==> src/verilog/gpp_pkg.sv <==
// Constants, types and register map of the general purpose port block.
// Assumes one clock, a synchronous active-high reset and an 8-bit register port.

package gpp_pkg;

  localparam int unsigned NUM_IO = 13;
  localparam int unsigned AW     = 8;
  localparam int unsigned DW     = 8;

  // Register offsets
  localparam logic [7:0] OFS_P2_DATA   = 8'h00;
  localparam logic [7:0] OFS_P3_DATA   = 8'h01;
  localparam logic [7:0] OFS_P4_DATA   = 8'h02;
  localparam logic [7:0] OFS_P2_DIR    = 8'h03;
  localparam logic [7:0] OFS_P3_DIR    = 8'h04;
  localparam logic [7:0] OFS_P4_DIR    = 8'h05;
  localparam logic [7:0] OFS_P2_ANALOG = 8'h06;
  localparam logic [7:0] OFS_P2_PULLUP = 8'h07;
  localparam logic [7:0] OFS_P3_PULLUP = 8'h08;
  localparam logic [7:0] OFS_P4_PULLUP = 8'h09;
  localparam logic [7:0] OFS_STATUS    = 8'h0a;

  // Bit positions inside the 13-bit flat pad vector
  localparam int unsigned P2_LSB = 0;
  localparam int unsigned P3_BIT = 4;
  localparam int unsigned P4_LSB = 5;
  localparam int unsigned OSC_B  = 2;
  localparam int unsigned OSC_A  = 3;

  // Field positions inside registers
  localparam int unsigned P3_IO_POS  = 2;
  localparam int unsigned P3_IN_POS  = 4;

  // Reset values
  localparam logic [12:0] DIR_RST    = 13'h1fff;
  localparam logic [12:0] LATCH_RST  = 13'h0000;
  localparam logic [12:0] PULLUP_RST = 13'h0000;
  localparam logic [3:0]  ANALOG_RST = 4'h0;

  // Option byte layout and oscillator codes
  localparam int unsigned OPT_OSC_LSB  = 0;
  localparam int unsigned OPT_RSTP_POS = 2;
  localparam logic [1:0]  OSC_INTERNAL = 2'h0;
  localparam logic [1:0]  OSC_CRYSTAL  = 2'h1;
  localparam logic [1:0]  OSC_EXTCLK   = 2'h2;

  typedef enum logic [1:0] {
    OSC_MODE_INT,
    OSC_MODE_XTAL,
    OSC_MODE_EXT
  } gpp_osc_type;

  typedef enum logic [1:0] {
    ST_RESET,
    ST_LOAD,
    ST_RUN
  } gpp_state_type;

  typedef struct packed {
    logic [12:0] out;
    logic [12:0] oe;
    logic [12:0] pu;
  } gpp_pad_type;

  typedef struct packed {
    gpp_osc_type osc;
    logic        rst_pin_is_port;
  } gpp_option_type;

  function automatic gpp_osc_type decode_osc(input logic [1:0] code);
    unique case (code)
      OSC_CRYSTAL: decode_osc = OSC_MODE_XTAL;
      OSC_EXTCLK:  decode_osc = OSC_MODE_EXT;
      default:     decode_osc = OSC_MODE_INT;
    endcase
  endfunction

endpackage

==> src/verilog/gpp_pad_ctrl.sv <==
// Per-pin pad control for the thirteen bidirectional port pins.
// Assumes latch, direction and pull-up state come registered from the parent.
`timescale 1ns/1ps

module gpp_pad_ctrl (
  input  wire logic [12:0]        latch,     // Output latches
  input  wire logic [12:0]        dir,       // One means input
  input  wire logic [12:0]        pu,        // Pull-up enables
  input  wire logic [12:0]        usable,    // Pin free for port use
  input  wire logic [12:0]        analog,    // Pin routed to converter
  input  wire logic [12:0]        pin_in,    // Pin levels
  input  wire logic [12:0]        alt_en,    // Peripheral output enables
  input  wire logic [12:0]        alt_out,   // Peripheral output values
  output gpp_pkg::gpp_pad_type    pad_d,     // Next pad drive
  output logic      [12:0]        rd_val     // Readback per pin
);

  logic [12:0] digital;

  always_comb begin
    digital    = usable & ~analog;
    pad_d.oe   = digital & ~dir;
    pad_d.out  = latch | (alt_en & alt_out);
    pad_d.pu   = digital & dir & pu;
    rd_val     = digital & ((dir & pin_in) | (~dir & latch));
  end

endmodule // gpp_pad_ctrl

==> src/verilog/gpp_port_top.sv <==
// General purpose port block: ports 2, 3 and 4 with register port.
// Assumes synchronous pin inputs, option byte stable from reset release.
//
// The implementer's own choices: the placing of the registers and the address-and-strobe port.
`timescale 1ns/1ps

module gpp_port_top (
  input  wire logic        ref_clk,            // 200 MHz clock
  input  wire logic        rst,                // Synchronous reset, high
  input  wire logic [7:0]  addr,               // Register address
  input  wire logic [7:0]  wr_data,            // Write data
  input  wire logic        wr_en,              // Write strobe
  input  wire logic        rd_en,              // Read strobe
  output logic      [7:0]  rd_data,            // Read data, next cycle
  input  wire logic [7:0]  option_byte,        // Nonvolatile option byte
  input  wire logic [3:0]  port2_pins_in,      // Port 2 pin levels
  output logic      [3:0]  port2_pins_out,     // Port 2 output values
  output logic      [3:0]  port2_pins_oe,      // Port 2 driver enables
  output logic      [3:0]  port2_pins_pu,      // Port 2 pull-up enables
  output logic      [3:0]  port2_analog_en,    // Port 2 routed to converter
  output logic      [3:0]  port2_alt_in,       // Port 2 levels to timers and interrupts
  input  wire logic [3:0]  port2_alt_out,      // Timer output values
  input  wire logic [3:0]  port2_alt_out_en,   // Timer output enables
  output logic      [1:0]  osc_pin_claimed,    // Shared pins given to oscillator, [1]=pin a
  output logic      [1:0]  osc_pin_pulldown,   // Reset pull-downs, [1]=pin a
  input  wire logic        port3_io_pin_in,    // Port 3 io pin level
  output logic             port3_io_pin_out,   // Port 3 io output value
  output logic             port3_io_pin_oe,    // Port 3 io driver enable
  output logic             port3_io_pin_pu,    // Port 3 io pull-up enable
  output logic             ext_interrupt_input_1, // Port 3 io level to interrupt logic
  input  wire logic        reset_shared_input_pin, // Reset-shared input pin level
  output logic             sys_reset_hold,     // Holds chip in reset
  input  wire logic [7:0]  port4_pins_in,      // Port 4 pin levels
  output logic      [7:0]  port4_pins_out,     // Port 4 output values
  output logic      [7:0]  port4_pins_oe,      // Port 4 driver enables
  output logic      [7:0]  port4_pins_pu       // Port 4 pull-up enables
);

  // Register state
  logic [12:0]              latch_q, latch_d;
  logic [12:0]              dir_q, dir_d;
  logic [12:0]              pu_q, pu_d;
  logic [3:0]               analog_q, analog_d;
  gpp_pkg::gpp_option_type  opt_q, opt_d;
  gpp_pkg::gpp_state_type   st_q, st_d;

  // Output flops
  gpp_pkg::gpp_pad_type     pad_q, pad_d;
  logic [3:0]               analog_en_q, analog_en_d;
  logic [3:0]               alt_in_q, alt_in_d;
  logic [1:0]               claimed_q, claimed_d;
  logic [1:0]               pulldown_q, pulldown_d;
  logic                     int1_q, int1_d;
  logic                     hold_q, hold_d;
  logic [7:0]               rd_data_q, rd_data_d;

  // Combinational helpers
  logic [12:0]              usable;
  logic [12:0]              analog13;
  logic [12:0]              pin_in13;
  logic [12:0]              alt_en13;
  logic [12:0]              alt_out13;
  logic [12:0]              rd_val;
  logic                     bus_ok;

  // Unpacks a register write into flat pad vector fields
  function automatic logic [12:0] merge_reg(input logic [12:0] cur, input logic [7:0] offs,
                                            input logic [7:0] data, input logic [7:0] base);
    logic [12:0] nxt;
    nxt = cur;
    if (offs == base) begin
      nxt[gpp_pkg::P2_LSB +: 4] = data[3:0];
    end else if (offs == base + 8'h01) begin
      nxt[gpp_pkg::P3_BIT] = data[gpp_pkg::P3_IO_POS];
    end else if (offs == base + 8'h02) begin
      nxt[gpp_pkg::P4_LSB +: 8] = data;
    end
    return nxt;
  endfunction

  // Packs one port's bits of a flat vector into its register image
  function automatic logic [7:0] pack_reg(input logic [12:0] v, input logic [1:0] port,
                                          input logic fill);
    logic [7:0] r;
    r = {8{fill}};
    unique case (port)
      2'h0:    r[3:0] = v[gpp_pkg::P2_LSB +: 4];
      2'h1:    r[gpp_pkg::P3_IO_POS] = v[gpp_pkg::P3_BIT];
      default: r = v[gpp_pkg::P4_LSB +: 8];
    endcase
    return r;
  endfunction

  // Pin availability from the oscillator choice
  always_comb begin
    usable = '1;
    unique case (opt_q.osc)
      gpp_pkg::OSC_MODE_XTAL: begin
        usable[gpp_pkg::OSC_A] = 1'b0;
        usable[gpp_pkg::OSC_B] = 1'b0;
      end
      gpp_pkg::OSC_MODE_EXT: begin
        usable[gpp_pkg::OSC_A] = 1'b0;
      end
      gpp_pkg::OSC_MODE_INT: begin
        usable = '1;
      end
    endcase
    if (st_q != gpp_pkg::ST_RUN) begin
      usable = '0;
    end
    analog13  = {9'h000, analog_q};
    pin_in13  = {port4_pins_in, port3_io_pin_in, port2_pins_in};
    alt_en13  = {9'h000, port2_alt_out_en};
    alt_out13 = {9'h000, port2_alt_out};
  end

  gpp_pad_ctrl u_pad (
    .latch   (latch_q),
    .dir     (dir_q),
    .pu      (pu_q),
    .usable  (usable),
    .analog  (analog13),
    .pin_in  (pin_in13),
    .alt_en  (alt_en13),
    .alt_out (alt_out13),
    .pad_d   (pad_d),
    .rd_val  (rd_val)
  );

  // Start-up sequence, option byte and reset pin
  always_comb begin
    st_d  = st_q;
    opt_d = opt_q;
    unique case (st_q)
      gpp_pkg::ST_RESET: begin
        st_d = gpp_pkg::ST_LOAD;
      end
      gpp_pkg::ST_LOAD: begin
        if (reset_shared_input_pin) begin
          opt_d.osc             = gpp_pkg::decode_osc(option_byte[gpp_pkg::OPT_OSC_LSB +: 2]);
          opt_d.rst_pin_is_port = option_byte[gpp_pkg::OPT_RSTP_POS];
          st_d                  = gpp_pkg::ST_RUN;
        end
      end
      gpp_pkg::ST_RUN: begin
        st_d = gpp_pkg::ST_RUN;
      end
    endcase
    // Reset function stays on until the option byte has made the pin a port
    hold_d = (st_q != gpp_pkg::ST_RUN) ||
             (!opt_q.rst_pin_is_port && !reset_shared_input_pin);
  end

  // Register writes and reads
  always_comb begin
    bus_ok   = (st_q == gpp_pkg::ST_RUN);
    latch_d  = latch_q;
    dir_d    = dir_q;
    pu_d     = pu_q;
    analog_d = analog_q;
    if (wr_en && bus_ok) begin
      latch_d = merge_reg(latch_q, addr, wr_data, gpp_pkg::OFS_P2_DATA);
      dir_d   = merge_reg(dir_q, addr, wr_data, gpp_pkg::OFS_P2_DIR);
      pu_d    = merge_reg(pu_q, addr, wr_data, gpp_pkg::OFS_P2_PULLUP);
      if (addr == gpp_pkg::OFS_P2_ANALOG) begin
        analog_d = wr_data[3:0];
      end
    end
    rd_data_d = 8'h00;
    if (rd_en) begin
      unique case (addr)
        gpp_pkg::OFS_P2_DATA:   rd_data_d = pack_reg(rd_val, 2'h0, 1'b0);
        gpp_pkg::OFS_P3_DATA: begin
          rd_data_d = pack_reg(rd_val, 2'h1, 1'b0);
          rd_data_d[gpp_pkg::P3_IN_POS] = opt_q.rst_pin_is_port & reset_shared_input_pin;
        end
        gpp_pkg::OFS_P4_DATA:   rd_data_d = pack_reg(rd_val, 2'h2, 1'b0);
        gpp_pkg::OFS_P2_DIR:    rd_data_d = pack_reg(dir_q, 2'h0, 1'b1);
        gpp_pkg::OFS_P3_DIR:    rd_data_d = pack_reg(dir_q, 2'h1, 1'b1);
        gpp_pkg::OFS_P4_DIR:    rd_data_d = pack_reg(dir_q, 2'h2, 1'b1);
        gpp_pkg::OFS_P2_ANALOG: rd_data_d = {4'h0, analog_q};
        gpp_pkg::OFS_P2_PULLUP: rd_data_d = pack_reg(pu_q, 2'h0, 1'b0);
        gpp_pkg::OFS_P3_PULLUP: rd_data_d = pack_reg(pu_q, 2'h1, 1'b0);
        gpp_pkg::OFS_P4_PULLUP: rd_data_d = pack_reg(pu_q, 2'h2, 1'b0);
        gpp_pkg::OFS_STATUS:    rd_data_d = {4'h0, hold_q, opt_q.rst_pin_is_port, opt_q.osc};
        default:                rd_data_d = 8'h00;
      endcase
    end
  end

  // Peripheral side outputs
  always_comb begin
    analog_en_d = analog_q & usable[3:0];
    alt_in_d    = port2_pins_in & usable[3:0] & ~analog_q;
    int1_d      = port3_io_pin_in & usable[gpp_pkg::P3_BIT];
    claimed_d   = ~usable[gpp_pkg::OSC_A:gpp_pkg::OSC_B] & {2{st_q == gpp_pkg::ST_RUN}};
    pulldown_d  = 2'b00;
  end

  always_ff @(posedge ref_clk) begin
    if (rst) begin
      latch_q     <= gpp_pkg::LATCH_RST;
      dir_q       <= gpp_pkg::DIR_RST;
      pu_q        <= gpp_pkg::PULLUP_RST;
      analog_q    <= gpp_pkg::ANALOG_RST;
      opt_q       <= '{osc: gpp_pkg::OSC_MODE_INT, rst_pin_is_port: 1'b0};
      st_q        <= gpp_pkg::ST_RESET;
      pad_q       <= '0;
      analog_en_q <= 4'h0;
      alt_in_q    <= 4'h0;
      claimed_q   <= 2'b00;
      pulldown_q  <= 2'b11;
      int1_q      <= 1'b0;
      hold_q      <= 1'b1;
      rd_data_q   <= 8'h00;
    end else begin
      latch_q     <= latch_d;
      dir_q       <= dir_d;
      pu_q        <= pu_d;
      analog_q    <= analog_d;
      opt_q       <= opt_d;
      st_q        <= st_d;
      pad_q       <= pad_d;
      analog_en_q <= analog_en_d;
      alt_in_q    <= alt_in_d;
      claimed_q   <= claimed_d;
      pulldown_q  <= pulldown_d;
      int1_q      <= int1_d;
      hold_q      <= hold_d;
      rd_data_q   <= rd_data_d;
    end
  end

  // Thirteen driven pins plus one input-only pin
  always_comb begin
    port2_pins_out        = pad_q.out[3:0];
    port2_pins_oe         = pad_q.oe[3:0];
    port2_pins_pu         = pad_q.pu[3:0];
    port3_io_pin_out      = pad_q.out[gpp_pkg::P3_BIT];
    port3_io_pin_oe       = pad_q.oe[gpp_pkg::P3_BIT];
    port3_io_pin_pu       = pad_q.pu[gpp_pkg::P3_BIT];
    port4_pins_out        = pad_q.out[12:5];
    port4_pins_oe         = pad_q.oe[12:5];
    port4_pins_pu         = pad_q.pu[12:5];
    port2_analog_en       = analog_en_q;
    port2_alt_in          = alt_in_q;
    osc_pin_claimed       = claimed_q;
    osc_pin_pulldown      = pulldown_q;
    ext_interrupt_input_1 = int1_q;
    sys_reset_hold        = hold_q;
    rd_data               = rd_data_q;
  end
endmodule // gpp_port_top

==> config.mk <==
export PLATFORM = sky130hd
export DESIGN_NAME = gpp_port_top
export DESIGN_NICKNAME = d
export VERILOG_FILES = /design/src/verilog/gpp_pkg.sv /design/src/verilog/gpp_pad_ctrl.sv /design/src/verilog/gpp_port_top.sv
export SDC_FILE = /design/constraint.sdc
export NUM_CORES = 1
export LEC_CHECK = 0
export ABC_AREA = 1
export BUFFER_PORTS_ARGS = -buffer_cell sky130_fd_sc_hd__buf_2
export CAP_MARGIN = 10
export CORE_MARGIN = 1
export CORE_UTILIZATION = 52
export DETAILED_ROUTE_END_ITERATION = 16
export HOLD_SLACK_MARGIN = 0.03
export PLACE_DENSITY_LB_ADDON = 0.25
export SETUP_SLACK_MARGIN = 0.05
export SYNTH_ARGS = -nofsm -noshare
export SYNTH_HDL_FRONTEND = slang
export SYNTH_SLANG_ARGS = --single-unit
==> constraint.sdc <==
create_clock -name ref_clk -period 1.95 [get_ports ref_clk]
set_clock_uncertainty 0.2 [all_clocks]
set_input_delay 0.0975 -clock ref_clk [delete_from_list [all_inputs] [get_ports ref_clk]]
set_output_delay 0.0975 -clock ref_clk [all_outputs]
set_load 0.02 [all_outputs]
Word-level counts from Yosys, hierarchy flattened. Cells that the tools add are included.

Eq/ne operators: 18. Multiplexer cells: 8. Bitwise logic cells: 27. Reductions and logical operators: 21.

Operator list (count): bitwise AND 13 bit (7); case mux 8 bit (11 select lines) (1); == test 8 x 3 -> 1 bit (second input constant) (4); OR 13 bit (2); == test 8 x 4 -> 1 bit (second input constant) (3); bitwise AND 4 bit (4); == test 8 x 2 -> 1 bit (second input constant) (2); 2-to-1 mux 13 bit (1); inverter 13 bit (1); inverter 4 -> 13 bit (1); AND reduction 4 bit (3); AND reduction 2 bit (5); AND reduction 3 bit (3); == test 8 x 1 -> 1 bit (second input constant) (1); logical NOT 8 bit (1); inverter 1 bit (7); == test 2 x 1 -> 1 bit (second input constant) (3); == test 2 bit (second input constant) (3); case mux 2 bit (3 select lines) (1); logical NOT 2 bit (2); 2-to-1 mux 2 bit (2); != test 2 bit (second input constant) (2); inverter 4 bit (1); case mux 2 bit (2 select lines) (1); other kinds (9) (13).

Register bits after elaboration: 109. Bits of input ports: 50. Output and inout bits: 61.

Logic depth before layout (Yosys ltp).
Word-level depth: 7. Gate-level depth with buffers: 11. Gate-level depth less buffers: 10.

Hierarchy. A second synthesis with hierarchy kept.

Cells, all modules: 648. Area, all modules: 4807.1 um^2.

Modules (own cells, without submodules): gpp_port_top (instances 1, cells an instance 518, area each 4175.3 um^2); gpp_pad_ctrl (instances 1, cells an instance 130, area each 631.9 um^2).

Least setup slack after synthesis. OpenSTA, ideal clock, no wires.

Path kind: register -> register. Start point: register st_q[0]. End point: register latch_q[0]. Data arrival time: 1.284 ns. Required time: 1.628 ns. Slack: 0.345 ns. Stages on the path, launching flop included: 9. Path buffers: 1. Clock period less this slack: 1.605 ns. Cell sequence: dfxtp_1 > inv_1 > ha_1 > buf_2 > nand2_4 > inv_1 > nand2_1 > o21ai_0 > a21oi_1.

Cells in the longest elaborated chain, start to end: 3.

Ends and longest elaborated chain: start, declared (line gpp_port_top.sv:45) `gpp_pkg::gpp_state_type st_q, st_d;`; start signal, assigned (line gpp_port_top.sv:208) `st_q <= gpp_pkg::ST_RESET;`; start signal, assigned (line gpp_port_top.sv:223) `st_q <= st_d;`; == test 2 bit (line gpp_port_top.sv:157) `bus_ok = (st_q == gpp_pkg::ST_RUN);`; logical AND 1 bit (line gpp_port_top.sv:162) `if (wr_en && bus_ok) begin`; AND reduction 2 bit (no line); end signal, assigned (line gpp_port_top.sv:203) `latch_q <= gpp_pkg::LATCH_RST;`; end signal, assigned (line gpp_port_top.sv:218) `latch_q <= latch_d;`; end, declared (line gpp_port_top.sv:40) `logic [12:0] latch_q, latch_d;`.

Every way passes these cells. A chain may end at the register's enable or synchronous reset.

Final worst setup path.
Start point: input addr[3]. End point: register latch_q[2].

Cells in the longest elaborated chain, start to end: 2.

Ends and longest elaborated chain: start, declared (line gpp_port_top.sv:10) `input wire logic [7:0] addr,`; logical NOT 8 bit (line gpp_port_top.sv:71) `if (offs == base) begin`; AND reduction 2 bit (no line).

Every way passes these cells.

==> impl_results.md <==
- Routability congestion estimate: 0.925
- Net count after synthesis: just over 600
- Cells after synthesis: 569
- Max-slew violation count: 0
- Count of standard-cell rows: 32
- Antenna diode count: 0
- Starting DRC count in detailed routing: 286
- Area share of the largest cell type after synthesis: 50.3%
- Worst path max stage delay: 0.53 ns
- Number of flops mapped to enable cells by yosys: 0
- Total of warnings raised by yosys: 0
- Hold Path Class: primary input to register
- Dominant synthesized flop cell: sky130_fd_sc_hd__dfxtp_1
- Detail-routed net length per standard cell: 15.7 microns
- Clock tree sinks: 108
- Overall track demand over capacity in global routing: 30.5%
- Cell accounting for the most synthesized area: sky130_fd_sc_hd__dfxtp_1
- Max-cap violations: 0
- Sum of buffers and inverters on the critical path: 2
- Max_slew headroom: 69.4%
- Cts bufs inserted: 9
- Area of the die: 0.00863 sq mm
- Port Buf Inserts: 105
- Number of detailed-route iterations in the first pass: 6
- Total Power Consumption: ~4.5 mW
- Synth top area cells: sky130_fd_sc_hd__dfxtp_1 (50%), sky130_fd_sc_hd__nand2_1 (11%), sky130_fd_sc_hd__nor2_1 (6.3%), sky130_fd_sc_hd__a21oi_1 (5.5%), sky130_fd_sc_hd__nand3_1 (5.5%)
- Via density per instance: 5.27
- Slew at the pin closest to its max-slew limit: 0.458 ns
- Top-count cell post-synth: sky130_fd_sc_hd__nand2_1
- Worst-case clock buffer depth: 2
- Static leakage power: 2.51 nW
- Drt total wl: 12.8 mm
- Crit-path leading delay family: simple AND/OR/NAND/NOR gates
- Number of filler cells placed in the layout: 680
- Maximum ir drop on the vdd rail: 0.000502 V
- Sort of element at the end of the critical path: register
- Arr. time, crit path: between 1.5 and 2 ns
- Period utilisation layout: 93.0%
- Antenna violation net count after detailed routing: 0
- Worst hold slack after final layout: 0.0428 ns
- Fin Setup TNS: 0 ns
- Launching point of the worst reg2reg path: st_q[0]
- DRC viols: 0
- RSZ-0062 raised after global routing: no
- Startpoint type of the worst setup path: primary input
- Synth cell types: 27
- Die Span X: a little over 90 microns
- Largest net degree at the start of global routing: 34
- Number of global-route vias before repair: 4003
- Placed insts: 770
- Wire length of the first global-routing pass: 19.9 mm
- Layout Area Growth over Synthesis: 26.4%
- Data required time at the worst endpoint: 2.01 ns
- Post-route insts no fill: 815
- Category of the most critical setup path: primary input to register
- CORE AREA: 0.00785 sq mm
- Starting density of the core: 54.7%
- Fmax: 551 MHz
- Io pins: around 110
- Post-synth design cell area: around 0.0043 sq mm
- CP most frequent cell: sky130_fd_sc_hd__nor2_1
- Worst setup startpoint: addr[3]
- Initial antenna violation count: 0
- Status: finished clean
- Proportion of synthesized chip area in sequential cells: 50.3%
- CTS tree: yes
- Grt total ovfl: 0
- Area occupied by registers: ~0.0022 sq mm
- Worst path cell trace: dlygate4sd3_1 -> buf_2 -> nor2_1 -> nand3_1 -> nor2_1 -> nand2_1 -> o21ai_0 -> a21oi_1
- Die Ht: 92.9 microns
- Hold Violations, Final: 0
- Synth Register Bits: 108
- Hold path start: port4_pins_in[4]
- List of most frequent post-synthesis cells: sky130_fd_sc_hd__nand2_1 (130), sky130_fd_sc_hd__dfxtp_1 (108), sky130_fd_sc_hd__nor2_1 (72), sky130_fd_sc_hd__inv_1 (51)
- Post-layout utilization of the core: between 60% and 70%
- Crit path time final: ~1.8 ns
- Slowest cell on the critical path: sky130_fd_sc_hd__dlygate4sd3_1
- Number of endpoints failing setup at the final stage: 0
- Net count reported at finish: 760
- Clk pin slew, worst setup/hold paths: about 0.10 ns
- Proportion of synthesized flip-flops having asynchronous set or reset: 0%
- Number of H-tree branching levels: 3
- Setup repair bufs after CTS: 0
- Latest clock arrival within the worst-skew pair: 0.37 ns
- P per Cell Area: 819 mW/mm^2
- Area of the multi-input gates: 0.00179 sq mm
- Detailed-placement wirelength estimate: 9.28 mm
- Biggest fanout along the worst timing path: 8
- Vias post-DR: roughly 4300
- Synth Area per Inst: 7.55 sq um
- Fraction of layout instances using a drive strength above 1: 23.8%
- Cell at the root of the clock tree: sky130_fd_sc_hd__clkbuf_8
==> final timing paths <==
check	endpoint	cells after the start	slack [ns]
max	latch_q[2]	8	0.14
min reg2reg	port2_pins_oe[0]	1	0.26
max reg2reg	rd_data[1]	9	0.21
min	rd_data[4]	7	0.04
==> layout make-up <==
class                           count  share of cell area, %
Tap cell                          102                   2.35
Multi-Input combinational cell    379                   32.9
Clock buffer                       10                   2.53
Inverter                           64                   4.42
Timing Repair Buffer              146                   16.7
Sequential cell                   108                   39.8
Clock inverter                      6                   1.27
==> flip-flops by register name, indices dropped and copies added (netlist names), 8 cells and up <==
register	cells
pu_q	13
port4_pins_oe	8
port4_pins_out	8
rd_data	8
latch_q	13
port4_pins_pu	8
dir_q	13
==> repair_timing <==
item                                    4_1_cts  5_1_grt
endpoints found under the setup margin        0        2
gates resized for setup                       0        1
hold buffers                                 29        0
endpoints found under the hold margin        63        0
==> power breakdown <==
group          leakage (nW)  internal (mW)  switching [mW]
sequential            0.872           2.26          0.0375
clock                 0.104          0.641           0.767
combinational          1.53          0.254           0.488
==> tightest hold or removal path, stage by stage <==
cell	delay [ns]
sky130_fd_sc_hd__buf_2	0.08
sky130_fd_sc_hd__nand2_1	0.04
sky130_fd_sc_hd__o21ai_0	0.07
sky130_fd_sc_hd__nand3_1	0.08
sky130_fd_sc_hd__nand2_1	0.09
sky130_fd_sc_hd__nor2_1	0.06
sky130_fd_sc_hd__nor2_1	0.07
==> cell families (layout without fill, tap and decap cells) <==
family                     Yosys count  count (layout)  share of synthesized area [%]
buffers and inverters               82             226                           8.07
AOI/OAI and AO/OA                   90              90                           11.2
adders and majority gates            2               2                          0.582
DFF                                108             108                           50.3
and+or+nand+nor                    287             287                           29.8
==> layout by cell type (no fill, tap or decap) <==
master / count
sky130_fd_sc_hd__o211ai_1: 11
sky130_fd_sc_hd__o21ai_0: 26
sky130_fd_sc_hd__inv_6: 3
sky130_fd_sc_hd__bufinv_16: 1
sky130_fd_sc_hd__nand2_1: 130
sky130_fd_sc_hd__ha_1: 1
sky130_fd_sc_hd__dfxtp_1: 108
sky130_fd_sc_hd__nand2_2: 10
sky130_fd_sc_hd__nand4_1: 4
sky130_fd_sc_hd__o21ai_1: 5
sky130_fd_sc_hd__nor2_4: 6
sky130_fd_sc_hd__a21oi_1: 47
sky130_fd_sc_hd__clkinvlp_4: 1
sky130_fd_sc_hd__buf_4: 12
sky130_fd_sc_hd__inv_2: 12
sky130_fd_sc_hd__nor3_2: 1
sky130_fd_sc_hd__clkinv_1: 1
sky130_fd_sc_hd__ha_2: 1
sky130_fd_sc_hd__dlygate4sd3_1: 29
sky130_fd_sc_hd__nor2_1: 72
sky130_fd_sc_hd__clkbuf_8: 10
sky130_fd_sc_hd__nand3_1: 47
sky130_fd_sc_hd__nor3_1: 8
sky130_fd_sc_hd__inv_1: 51
sky130_fd_sc_hd__buf_2: 105
sky130_fd_sc_hd__clkinv_2: 1
sky130_fd_sc_hd__nor2_8: 1
sky130_fd_sc_hd__nor4_1: 2
sky130_fd_sc_hd__nand2_4: 1
sky130_fd_sc_hd__a211oi_1: 1
sky130_fd_sc_hd__nor2_2: 3
sky130_fd_sc_hd__nand3_2: 2
==> routing by layer <==
| layer | GRT usage [%] | vias up | wire length (microns) |
|---|---|---|---|
| li1 | - | 2097 | - |
| met1 | 44.2 | 1942 | 5780 |
| met2 | 45.2 | 217 | 5460 |
| met3 | 4.60 | 38 | 1070 |
| met4 | 12.1 | 0 | 456 |
| met5 | 0 | - | 0 |
==> per-stage QoR <==
stage,worst slack (ns),instance area [sq um]
after floorplan,0.345,4300
after global placement,0.250,4930
after detailed placement,0.201,4930
after CTS,0.154,5430
after global routing,0.0574,5430
final,0.136,5430
(Power assumes the default switching activity.)
